**src/pkg/rtm_pkg.sv**
```systemverilog
// package for the reload timer: register offsets, control field layout,
// reset values, prescale count and the structs that carry bus and state.
// assumes an 8-bit special-function-register bus with a byte address.
package rtm_pkg;

  // ---------------------------------------------------------------
  // register offsets on the special-function-register bus
  // ---------------------------------------------------------------
  localparam logic [7:0] OFS_TIMER_CONTROL = 8'hC8;
  localparam logic [7:0] OFS_TIMER_RELOAD_LOW = 8'hCA;
  localparam logic [7:0] OFS_TIMER_RELOAD_HIGH = 8'hCB;
  localparam logic [7:0] OFS_TIMER_COUNT_LOW = 8'hCC;
  localparam logic [7:0] OFS_TIMER_COUNT_HIGH = 8'hCD;

  // ---------------------------------------------------------------
  // control field positions and values after reset
  // ---------------------------------------------------------------
  localparam int BIT_HIGH_OVERFLOW_FLAG = 7;
  localparam int BIT_LOW_OVERFLOW_FLAG = 6;
  localparam int BIT_LOW_BYTE_IRQ_ENABLE = 5;
  localparam int BIT_CAPTURE_MODE_ENABLE = 4;
  localparam int BIT_SPLIT_MODE_SELECT = 3;
  localparam int BIT_RUN_CONTROL = 2;
  localparam int BIT_UNUSED = 1;
  localparam int BIT_ALTERNATE_CLOCK_SELECT = 0;
  localparam logic [7:0] RST_TIMER_CONTROL = 8'h00;
  localparam logic [7:0] RST_BYTE = 8'h00;
  localparam logic [7:0] BYTE_MAX = 8'hFF;

  // ---------------------------------------------------------------
  // cycle counts
  // ---------------------------------------------------------------
  localparam int SYSTEM_CLOCK_DIVIDE = 12;

  // control register, bit 7 down to bit 0
  typedef struct packed {
    logic high_overflow_flag;
    logic low_overflow_flag;
    logic low_byte_irq_enable;
    logic capture_mode_enable;
    logic split_mode_select;
    logic run_control;
    logic unused;
    logic alternate_clock_select;
  } rtm_ctrl_t;

  // one bus write request
  typedef struct packed {
    logic wr;
    logic [7:0] addr;
    logic [7:0] wdata;
  } rtm_sfr_req_t;

  // whole state of the timer core
  typedef struct packed {
    rtm_ctrl_t ctrl;
    logic [7:0] reload_low;
    logic [7:0] reload_high;
    logic [7:0] count_low;
    logic [7:0] count_high;
    logic [7:0] rdata;
  } rtm_state_t;

  // state of the divide-by-n tick generator
  typedef struct packed {
    logic [7:0] cnt;
    logic tick;
  } rtm_div_state_t;

  // state of the synchroniser with falling-edge detect
  typedef struct packed {
    logic s1;
    logic s2;
    logic s3;
    logic fall;
  } rtm_sync_state_t;

endpackage

```
**src/verilog/rtm_prescale.sv**
```systemverilog
// divide-by-n tick generator: one-cycle pulse every DIV system clocks.
// assumes DIV fits the 8-bit counter held in the package state type.
module rtm_prescale #(
  parameter int DIV = rtm_pkg::SYSTEM_CLOCK_DIVIDE
) (
  input wire logic clk,
  input wire logic rst_n,
  output logic tick
);

  localparam logic [7:0] LAST = 8'(DIV - 1);

  rtm_pkg::rtm_div_state_t st_reg;
  rtm_pkg::rtm_div_state_t st_next;

  // free-running count, pulse on the last step
  always_comb begin
    st_next = st_reg;
    st_next.tick = (st_reg.cnt == LAST);
    st_next.cnt = (st_reg.cnt == LAST) ? 8'h00 : st_reg.cnt + 8'h01;
  end

  always_ff @(posedge clk or negedge rst_n) begin
    if (!rst_n) begin
      st_reg <= '0;
    end else begin
      st_reg <= st_next;
    end
  end

  assign tick = st_reg.tick;
endmodule

```
**src/verilog/rtm_sync_fall.sv**
```systemverilog
// two-flop synchroniser for the divided external oscillator, then a
// registered falling-edge pulse. assumes the input is slower than clk/2.
module rtm_sync_fall (
  input wire logic clk,
  input wire logic rst_n,
  input wire logic async_in,
  output logic fall
);

  rtm_pkg::rtm_sync_state_t st_reg;
  rtm_pkg::rtm_sync_state_t st_next;

  // s1 feeds only s2; edge detect looks at s2 and s3
  always_comb begin
    st_next = st_reg;
    st_next.s1 = async_in;
    st_next.s2 = st_reg.s1;
    st_next.s3 = st_reg.s2;
    st_next.fall = st_reg.s3 & ~st_reg.s2;
  end

  always_ff @(posedge clk or negedge rst_n) begin
    if (!rst_n) begin
      st_reg <= '0;
    end else begin
      st_reg <= st_next;
    end
  end

  assign fall = st_reg.fall;

endmodule

```
**src/verilog/rtm_timer.sv**
```systemverilog
// reload timer core: 16-bit auto-reload, split 8-bit pair, capture mode,
// overflow flags and the timer interrupt request, behind the sfr bus.
// assumes the fast-clock selects and interrupt enable come from registers
// elsewhere, and the divided external oscillator is asynchronous.

// How it works
// - high flag sets when high byte rolls FF to 00: 16-bit wrap, or high byte wrap in split.
// - timer irq follows a set high flag while the timer irq is enabled.
// - hardware never clears the high flag; software writes zero to clear.
// - low flag sets on every low byte roll FF to 00, any mode.
// - low flag stays set until software writes it to zero.
// - low flag drives irq only with low irq enable and timer irq enable.
// - control bit 4 turns capture mode on or off.
// - control bit 3 picks one 16-bit timer or two 8-bit timers.
// - run bit gates whole timer in 16-bit mode, only high byte in split.
// - control bit 1 reads zero and ignores writes.
// - bit 0 picks alternate clock: system_clock/12 or external oscillator/8.
// - in split mode the alternate clock serves both bytes.
// - two 8-bit read-write reload registers, low and high byte.
// - count registers form one 16-bit count, or two separate 8-bit counts.
// - on 16-bit wrap the reload value replaces zero and high flag sets.
// - in split mode each byte reloads from its own reload register.
// - each byte fast select: 1 system clock, 0 alternate clock; high select used only in split mode.
// - capture copies count to reload on external/8 fall, sets high flag.
module rtm_timer (
  input wire logic CLK,
  input wire logic RST_N,
  input wire logic SFR_WR,
  input wire logic [7:0] SFR_ADDR,
  input wire logic [7:0] SFR_WDATA,
  output logic [7:0] SFR_RDATA,
  input wire logic HIGH_BYTE_FAST_CLOCK_SELECT,
  input wire logic LOW_BYTE_FAST_CLOCK_SELECT,
  input wire logic TIMER_IRQ_ENABLE,
  input wire logic EXT_OSC_DIV8,
  output logic TIMER_IRQ
);

  // ---------------------------------------------------------------
  // clock enables
  // ---------------------------------------------------------------
  rtm_pkg::rtm_state_t st_reg;
  rtm_pkg::rtm_state_t st_next;
  rtm_pkg::rtm_sfr_req_t req;
  logic div12_tick;
  logic ext_fall;
  logic alt_tick;
  logic low_tick;
  logic high_tick;

  assign req = '{wr: SFR_WR, addr: SFR_ADDR, wdata: SFR_WDATA};

  // divided sources become single-cycle enables on CLK
  rtm_prescale #(
    .DIV(rtm_pkg::SYSTEM_CLOCK_DIVIDE)
  ) u_div12 (
    .clk(CLK),
    .rst_n(RST_N),
    .tick(div12_tick)
  );

  // the external source is slow and asynchronous, so it is synchronised
  rtm_sync_fall u_ext (
    .clk(CLK),
    .rst_n(RST_N),
    .async_in(EXT_OSC_DIV8),
    .fall(ext_fall)
  );

  // clock choice per byte; high byte follows the low select unless split
  always_comb begin
    alt_tick = st_reg.ctrl.alternate_clock_select ? ext_fall : div12_tick;
    low_tick = LOW_BYTE_FAST_CLOCK_SELECT ? 1'b1 : alt_tick;
    if (st_reg.ctrl.split_mode_select) begin
      high_tick = HIGH_BYTE_FAST_CLOCK_SELECT ? 1'b1 : alt_tick;
    end else begin
      high_tick = low_tick;
    end
  end

  // ---------------------------------------------------------------
  // counting, flags and register writes
  // ---------------------------------------------------------------
  logic low_roll;
  logic high_roll;
  logic capture;
  logic wr_ctrl;
  logic wr_rld_lo;
  logic wr_rld_hi;
  logic wr_cnt_lo;
  logic wr_cnt_hi;

  assign wr_ctrl = req.wr && (req.addr == rtm_pkg::OFS_TIMER_CONTROL);
  assign wr_rld_lo = req.wr && (req.addr == rtm_pkg::OFS_TIMER_RELOAD_LOW);
  assign wr_rld_hi = req.wr && (req.addr == rtm_pkg::OFS_TIMER_RELOAD_HIGH);
  assign wr_cnt_lo = req.wr && (req.addr == rtm_pkg::OFS_TIMER_COUNT_LOW);
  assign wr_cnt_hi = req.wr && (req.addr == rtm_pkg::OFS_TIMER_COUNT_HIGH);
  assign capture = st_reg.ctrl.capture_mode_enable && ext_fall;

  // one pass builds the next state; control writes first, hardware flag sets after,
  // so a hardware flag set in the same cycle always survives
  always_comb begin
    st_next = st_reg;
    low_roll = 1'b0;
    high_roll = 1'b0;

    // software writes
    if (wr_ctrl) begin
      st_next.ctrl = rtm_pkg::rtm_ctrl_t'(req.wdata);
      st_next.ctrl.unused = 1'b0;
    end
    if (wr_rld_lo) begin
      st_next.reload_low = req.wdata;
    end
    if (wr_rld_hi) begin
      st_next.reload_high = req.wdata;
    end

    if (!st_reg.ctrl.split_mode_select) begin
      // one 16-bit counter, gated whole by run
      if (st_reg.ctrl.run_control && low_tick) begin
        low_roll = (st_reg.count_low == rtm_pkg::BYTE_MAX);
        high_roll = low_roll && (st_reg.count_high == rtm_pkg::BYTE_MAX);
        if (high_roll) begin
          st_next.count_low = st_reg.reload_low;
          st_next.count_high = st_reg.reload_high;
        end else begin
          {st_next.count_high, st_next.count_low} =
            {st_reg.count_high, st_reg.count_low} + 16'h0001;
        end
      end
    end else begin
      // low byte always runs in split mode
      if (low_tick) begin
        low_roll = (st_reg.count_low == rtm_pkg::BYTE_MAX);
        st_next.count_low = low_roll ? st_reg.reload_low : st_reg.count_low + 8'h01;
      end
      // high byte gated by run
      if (st_reg.ctrl.run_control && high_tick) begin
        high_roll = (st_reg.count_high == rtm_pkg::BYTE_MAX);
        st_next.count_high = high_roll ? st_reg.reload_high : st_reg.count_high + 8'h01;
      end
    end

    // a count write overrides the counter in its own cycle
    if (wr_cnt_lo) begin
      st_next.count_low = req.wdata;
    end
    if (wr_cnt_hi) begin
      st_next.count_high = req.wdata;
    end

    // capture beats a same-cycle reload write: the snapshot is the point
    if (capture) begin
      st_next.reload_low = st_reg.count_low;
      st_next.reload_high = st_reg.count_high;
    end

    // flags only ever set here, never cleared by hardware
    if (high_roll || capture) begin
      st_next.ctrl.high_overflow_flag = 1'b1;
    end
    if (low_roll) begin
      st_next.ctrl.low_overflow_flag = 1'b1;
    end

    // registered read data, one cycle behind the address
    case (req.addr)
      rtm_pkg::OFS_TIMER_CONTROL: st_next.rdata = st_reg.ctrl;
      rtm_pkg::OFS_TIMER_RELOAD_LOW: st_next.rdata = st_reg.reload_low;
      rtm_pkg::OFS_TIMER_RELOAD_HIGH: st_next.rdata = st_reg.reload_high;
      rtm_pkg::OFS_TIMER_COUNT_LOW: st_next.rdata = st_reg.count_low;
      rtm_pkg::OFS_TIMER_COUNT_HIGH: st_next.rdata = st_reg.count_high;
      default: st_next.rdata = 8'h00;
    endcase
  end

  // ---------------------------------------------------------------
  // state register
  // ---------------------------------------------------------------
  always_ff @(posedge CLK or negedge RST_N) begin
    if (!RST_N) begin
      st_reg <= '{ctrl: rtm_pkg::rtm_ctrl_t'(rtm_pkg::RST_TIMER_CONTROL),
                  reload_low: rtm_pkg::RST_BYTE, reload_high: rtm_pkg::RST_BYTE,
                  count_low: rtm_pkg::RST_BYTE, count_high: rtm_pkg::RST_BYTE,
                  rdata: rtm_pkg::RST_BYTE};
    end else begin
      st_reg <= st_next;
    end
  end

  assign SFR_RDATA = st_reg.rdata;

  // level request from the sticky flags; low flag needs its own enable
  assign TIMER_IRQ = TIMER_IRQ_ENABLE && (st_reg.ctrl.high_overflow_flag ||
                     (st_reg.ctrl.low_overflow_flag && st_reg.ctrl.low_byte_irq_enable));
endmodule

```
**config.mk**
```make
export PLATFORM = sky130hd
export DESIGN_NAME = rtm_timer
export DESIGN_NICKNAME = d
export VERILOG_FILES = /design/src/pkg/rtm_pkg.sv /design/src/verilog/rtm_prescale.sv /design/src/verilog/rtm_sync_fall.sv /design/src/verilog/rtm_timer.sv
export SDC_FILE = /design/constraint.sdc
export NUM_CORES = 1
export LEC_CHECK = 0
export ABC_CLOCK_PERIOD_IN_PS = 1850
export BUFFER_PORTS_ARGS = -buffer_cell sky130_fd_sc_hd__buf_2
export CELL_PAD_IN_SITES_DETAIL_PLACEMENT = 0
export CELL_PAD_IN_SITES_GLOBAL_PLACEMENT = 1
export CORE_ASPECT_RATIO = 0.6
export CORE_MARGIN = 4
export CORE_UTILIZATION = 32
export CTS_CLUSTER_DIAMETER = 120
export CTS_CLUSTER_SIZE = 40
export DETAILED_ROUTE_END_ITERATION = 12
export GPL_ROUTABILITY_DRIVEN = 0
export PLACE_DENSITY_LB_ADDON = 0.1
export SETUP_SLACK_MARGIN = 0.02
export SYNTH_ARGS = -nofsm -noshare
export SYNTH_HDL_FRONTEND = slang
export SYNTH_SLANG_ARGS = --single-unit
```
**constraint.sdc**
```tcl
create_clock -name CLK -period 1.85 [get_ports CLK]
set_clock_uncertainty 0.05 [all_clocks]
set_input_delay 0.0925 -clock CLK [delete_from_list [all_inputs] [get_ports CLK]]
set_output_delay 0.0925 -clock CLK [all_outputs]
set_load 0.01 [all_outputs]
```
==> flow_metrics.py, run 1 <==
metrics = {
    "run_status": {
        "outcome": "finished, violations left",
        "violations": "setup timing",
    },
    "sta": {
        "fin_crit_ns": 1.862,
        "finalHoldViolCount": 0,
        "worst_pin_slew_ns": 0.4814,
        "slew_headroom_pct": 67.91,
        "period_share_pct": 100.7,
        "setup_violations": 1,
        "max_freq_mhz": 536.9,
        "fin_setup_tns_ns": -0.01244,
        "drv_slew": 0,
        "layout_setup_ws_ns": -0.01244,
    },
    "placed_design": {
        "place_area_sq_um": 4103,
        "io_buffers": 31,
        "hpwl_microns": 8994,
    },
    "cts": {
        "cts_root_buf": "clkbuf_16",
        "htreeDepth": 3,
        "clk_path_buf_depth": 2,
        "cts_sinks": 60,
        "clk_pin_slew_worst_paths_ns": 0.05,
        "cts_inserted_buffers": 9,
        "cts_tree": "yes",
        "clk_latency_ns": 0.33,
    },
    "synth": {
        "seq_area_frac_synth_pct": 41.91,
        "yosys-mux-area-fraction_pct": 8.942,
        "synth_xor_area_share_pct": 3.423,
        "yosys_warnings": 0,
        "synthAdderAreaFrac_pct": 1.048,
        "synth_area_per_cell_sq_um": 9.896,
        "synth_top_area_cell": "dfrtp_1",
        "ys_types": 64,
        "synth_top_family_by_area": "simple AND/OR/NAND/NOR gates",
        "synth_edf_count": 0,
        "synth_area_leaders": "dfrtp_1, mux2i_1, nand2_1, mux2_2, o21ai_1",
        "syn-num-nets": 388,
        "synth_cells": 362,
        "synth_compound_area_share_pct": 17.60,
        "synth-simple-area-share_pct": 20.82,
        "synthTopCellsByCount": "dfrtp_1, nand2_1, mux2i_1",
        "ys_seq_elements": 60,
        "netlist.area_leader.share_pct": 41.91,
        "synth_area_sq_um": 3582,
        "ys.flop_type": "dfrtp_1",
        "async_reset_ff_share_pct": 100.0,
        "yosysMostFrequentCell": "dfrtp_1",
    },
    "global_route": {
        "grt_pass1_wl_microns": 18680,
        "grt-ovfl-total": 0,
        "antenna_found_initial": 2,
        "grt_use_total_pct": 19.28,
        "grt_pass1_vias": 3046,
        "grt_max_degree": 61,
    },
    "drt": {
        "dr_total_vias": 3167,
        "firstDrtPassIters": 6,
        "vias_per_cell": 5.537,
        "drtIter0Drc": 427,
        "routed_wl_microns": 12120,
        "antenna_left": 0,
        "drc": 0,
        "wire_per_inst_microns": 21.19,
    },
    "worst_setup_path": {
        "required_ns": 2.00,
        "critical-path-slowest-cell": "dfrtp_1",
        "path_class": "flop to flop",
        "max_stage_delay_ns": 0.41,
        "worstPathArrival_ns": 2.01,
        "cp-startpoint": "st_reg[16]",
        "cp_cell_sequence": "ha_4 > and3_4 > buf_4 > nand4_1 > buf_4 > o221ai_1 > a31oi_1",
        "r2r_cells": 7,
        "worstSetupEndpointType": "flop",
        "endpoint": "st_reg[10]",
        "reg2reg_slack_ns": -0.01,
        "worst-path-max-fanout": 4,
        "reg2reg_to": "st_reg[10]",
        "r2r_start": "st_reg[16]",
        "start_kind": "flop",
        "cpMostUsedCell": "buf_4",
    },
    "floorplanning": {
        "die_h_microns": 89.96,
        "dieWidth_microns": 144.6,
        "coreArea_sq_um": 10740,
        "initial_core_util_pct": 33.35,
        "dieArea_sq_um": 13010,
        "io_pins": 32,
        "rows": 29,
    },
    "finish": {
        "fin_nets": 455,
        "largest_register_ff_count": 39,
        "layout-drive-gt1-share_pct": 32.10,
        "final_cell_area_sq_um": 4508,
        "fillCellCount": 1048,
        "synthToLayoutAreaGrowth_pct": 25.85,
        "antenna_cells": 0,
        "final_util_pct": 41.97,
    },
    "power": {
        "intPower_uw": 2925,
        "leakagePower_uw": 0.002073,
        "pwr-share-comb_pct": 21.9,
        "power_frac_seq_pct": 41.5,
        "p_switching_uw": 1335,
        "power_uw": 4259,
        "power_density_nw_per_um2": 944.9,
        "switching_share_pct": 31.34,
        "max-vdd-ir-drop_uv": 513.8,
        "p_clk_share_pct": 36.6,
    },
    "job": {
        "max-cap-violations": 0,
    },
    "min_path": {
        "holdCritPathClass": "input pin to flop",
    },
}
## critical path: cells and delay by family, from the launching register on
family | cells | cell delay, ns
compound gates | 2 | 0.30
fa+ha+maj | 1 | 0.17
buf+inv | 2 | 0.35
flops | 1 | 0.41
simple gates | 2 | 0.45
## area by class of cell
cell class              instances  area (sq um)  share of cell area, %
repair buffers                 86         585.6                  12.99
flip-flops and latches         60          1503                  33.33
inverters                       6         22.52                 0.4996
clock inverters                 2         10.01                 0.2220
multi-input cells             266          1953                  43.32
well taps                     139         173.9                  3.858
clock buffers                  13         260.3                  5.773
## per-stage QoR
| stage | hold WS, ns | instances | worst slack (ns) |
|---|---|---|---|
| 4_1_cts | 0.008964 | 567 | 0.01907 |
| 6_report | 0.03033 | 572 | -0.01244 |
| 3_3_place_gp | 0.08033 | 550 | -0.05340 |
| 5_1_grt | 0.03738 | 572 | -0.01398 |
| 2_1_floorplan | -0.2531 | 362 | 0.01798 |
| 3_5_place_dp | 0.08129 | 550 | -0.02290 |
## logic make-up after synthesis
group	Yosys count
AND/OR/NAND/NOR	129
adder cells (fa/ha/maj)	3
XOR/XNOR	14
flip-flops	60
buffers and inverters	36
multiplexers	31
AO/OA/AOI/OAI	89
## metal layers
metal  up-vias  part of all wire [%]  global-route usage, %
met1      1538                    51                  31.79
met3        17                   9.0                  5.620
met2       141                    39                  23.57
li1       1471                     -                      -
met5         -                     0                      0
met4         0                   1.4                  4.969
## repair_timing
| item | CTS | global route |
|---|---|---|
| pin swaps | 0 | 8 |
| resized for setup | 4 | 14 |
| endpoints found under the setup margin | 4 | 16 |
| setup buffers | 0 | 5 |
| hold endpoints to repair | 61 | 0 |
| hold buffers | 2 | 0 |
## power groups by stage
stage | Combinational (uW) | Sequential (uW) | Clock [uW]
after floorplan | 540 | 1670 | 0
after global placement | 839 | 1770 | 0
after detailed placement | 846 | 1760 | 0
after CTS | 863 | 1750 | 1590
after global routing | 1020 | 1780 | 1650
final | 933 | 1770 | 1560
## layout by cell type (no fill, tap or decap), drive strengths merged, types with 3 or more instances in the layout
| cell type | n |
|---|---|
| nor4 | 6 |
| nor2 | 20 |
| nand3 | 17 |
| nand4 | 8 |
| a21oi | 9 |
| a222oi | 8 |
| xor2 | 5 |
| a22oi | 7 |
| inv | 6 |
| o21ai | 29 |
| a31oi | 11 |
| mux2i | 23 |
| and3 | 7 |
| o31ai | 5 |
| and2 | 4 |
| ha | 3 |
| and4 | 3 |
| nand2 | 51 |
| a21o | 3 |
| dfrtp | 60 |
| xnor2 | 9 |
| clkbuf | 13 |
| mux2 | 8 |
| buf | 84 |
## worst min-delay path by stage
stage,start,end,slack [ns],cells past startpoint
floorplan,RST_N,SFR_RDATA[0],-0.25,0
global placement,RST_N,st_reg[34],0.08,2
detailed placement,RST_N,st_reg[34],0.08,2
CTS,SFR_WDATA[6],st_reg[22],0.009,3
global route,SFR_WDATA[6],st_reg[22],0.04,3
finish,SFR_WDATA[6],st_reg[22],0.03,3
Note: power is estimated with default switching activity, not from simulation.
==> run 2: changes to the inputs <==
Settings changed: CORE_UTILIZATION 32 to 35.
==> run 2 against run 1 <==
  * Non-clock buffer count down 3
  * Critical path depth down 1
  * Sequential cell count unchanged
  * Design area up 0.25%
  * Clock power up 8%
  * Die area down 8.0%
  * Highest routed layer unchanged
  * First-iteration DRC count down 51%
  * Fmax up 6.7%
  * Sequential power about the same
  * Worst hold slack worse by 0.015 ns
  * The run now ends clean
  * Largest cell class unchanged
  * Sequential share of layout area down 0.055 points
==> flow_metrics.py, run 2 (synthesis results as in run 1) <==
metrics = {
    "drt": {
        "vias_per_cell": 5.493,
        "drc": 0,
        "drtIter0Drc": 211,
        "wire_per_inst_microns": 20.02,
        "dr_total_vias": 3109,
        "antenna_left": 0,
        "routed_wl_microns": 11330,
        "firstDrtPassIters": 7,
    },
    "power": {
        "max-vdd-ir-drop_uv": 563.9,
        "switching_share_pct": 29.85,
        "intPower_uw": 3047,
        "power_frac_seq_pct": 40.4,
        "pwr-share-comb_pct": 20.6,
        "p_clk_share_pct": 39.0,
        "leakagePower_uw": 0.002076,
        "p_switching_uw": 1296,
        "power_density_nw_per_um2": 961.0,
    },
    "floorplanning": {
        "rows": 28,
        "dieWidth_microns": 138.6,
        "io_pins": 32,
        "initial_core_util_pct": 36.13,
        "dieArea_sq_um": 11970,
        "die_h_microns": 86.37,
        "coreArea_sq_um": 9915,
    },
    "cts": {
        "cts_tree": "yes",
        "clk_latency_ns": 0.33,
        "clk_pin_slew_worst_paths_ns": 0.05,
        "cts_root_buf": "clkbuf_16",
        "cts_inserted_buffers": 9,
        "clk_path_buf_depth": 2,
        "htreeDepth": 3,
        "cts_sinks": 60,
    },
    "min_path": {
        "holdCritPathClass": "input pin to flop",
        "min_path_cells": 3,
        "hold_start": "SFR_WDATA[6]",
    },
    "worst_setup_path": {
        "path_buf_inv": 0,
        "start_kind": "flop",
        "worstPathArrival_ns": 1.90,
        "path_class": "flop to flop",
        "r2r_start": "st_reg[17]",
        "r2r_cells": 6,
        "cp-startpoint": "st_reg[17]",
        "required_ns": 2.00,
        "path_depth": 6,
        "worst-path-max-fanout": 5,
        "crit_family": "simple AND/OR/NAND/NOR gates",
        "max_stage_delay_ns": 0.39,
        "critical-path-slowest-cell": "dfrtp_1",
        "cp_cell_sequence": "ha_2 > and3_4 > nand4_1 > o32a_1 > o2111ai_1 > a31oi_1",
        "worstSetupEndpointType": "flop",
    },
    "sta": {
        "period_share_pct": 94.39,
        "layout_setup_ws_ns": 0.1038,
        "slew_headroom_pct": 64.23,
        "max_freq_mhz": 572.7,
        "rsz0062_at_grt": "no",
        "fin_crit_ns": 1.746,
        "drv_slew": 0,
        "finalHoldViolCount": 0,
        "setup_violations": 0,
        "worst_pin_slew_ns": 0.5322,
    },
    "finish": {
        "layout-drive-gt1-share_pct": 32.95,
        "ff_latch_area_sq_um": 1504,
        "fin_nets": 452,
        "multi_input_area_sq_um": 1952,
        "layout_commonest_cell": "dfrtp_1",
        "final_cell_area_sq_um": 4519,
        "synthToLayoutAreaGrowth_pct": 26.16,
        "antenna_cells": 0,
        "most-common-layout-cells": "dfrtp_1, buf_4, nand2_1, buf_2, mux2i_1",
        "largest_register_ff_count": 39,
        "fillCellCount": 946,
    },
    "job": {
        "max-cap-violations": 0,
    },
    "global_route": {
        "grt_pass1_wl_microns": 18310,
        "grt_use_total_pct": 20.27,
        "grt_max_degree": 61,
        "grt-ovfl-total": 0,
        "antenna_found_initial": 0,
        "grt_pass1_vias": 3117,
    },
    "placed_design": {
        "hpwl_microns": 8541,
        "place_area_sq_um": 4090,
        "io_buffers": 31,
        "pre_cts_slack_ns": -0.09792,
    },
    "run_status": {
        "outcome": "finished clean",
    },
}
[run 2: power by group through the flow]
| stage | Sequential [uW] | Clock [uW] | Combinational (uW) |
|---|---|---|---|
| after detailed placement | 1760 | 0 | 823 |
| after global routing | 1780 | 1790 | 998 |
| after global placement | 1760 | 0 | 835 |
| after floorplan | 1670 | 0 | 540 |
| after CTS | 1740 | 1720 | 844 |
| final | 1750 | 1690 | 896 |
[run 2: cell type report]
cell class | instances | area share, %
Sequential cell | 60 | 33.28
Inverter | 6 | 0.5814
Multi-Input combinational cell | 266 | 43.19
Clock inverter | 5 | 1.107
Tap cell | 135 | 3.738
Clock buffer | 11 | 5.592
Timing Repair Buffer | 83 | 12.51
[run 2: worst min-delay path: cells and delay by family]
kind	cells	cell delay (ns)
AND/OR/NAND/NOR	1	0.07
buffers and inverters	1	0.15
AO/OA/AOI/OAI	1	0.05
[run 2: what timing repair did]
action,CTS,global route
setup endpoints to repair,4,17
hold buffers,3,0
pin swaps,0,4
endpoints found under the hold margin,62,0
setup buffers,0,2
gates resized for setup,4,17
[run 2: routing by layer]
| metal | wire length [microns] | track usage [%] | up-vias |
|---|---|---|---|
| met3 | 1111 | 7.607 | 10 |
| met4 | 126 | 5.291 | 0 |
| met1 | 5779 | 30.66 | 1490 |
| met2 | 4313 | 26.73 | 138 |
| met5 | 0 | 0 | - |
| li1 | - | - | 1471 |
[run 2: path summary, 6_finish.rpt]
kind / endpoint / slack (ns)
setup / recovery: st_reg[15] / 0.10
hold / removal: st_reg[22] / 0.02
setup reg to reg: st_reg[15] / 0.10
hold reg to reg: u_ext.st_next[1] / 0.30
max in group asynchronous: st_reg[21] / 1.19
min in group asynchronous: st_reg[35] / 0.23
[run 2: per-stage QoR]
| step | utilization [%] | hold WS [ns] | TNS [ns] | total power (uW) | std cells |
|---|---|---|---|---|---|
| finish | 45.58 | 0.01518 | 0 | 4343 | 566 |
| detailed placement | 41.25 | 0.07901 | -0.09792 | 2579 | 545 |
| CTS | 44.83 | 0.01409 | 0 | 4304 | 564 |
| floorplan | - | -0.2531 | 0 | 2215 | 362 |
| global route | 45.58 | 0.03283 | 0 | 4568 | 566 |
| global placement | 41.25 | 0.08197 | -0.1104 | 2599 | 545 |
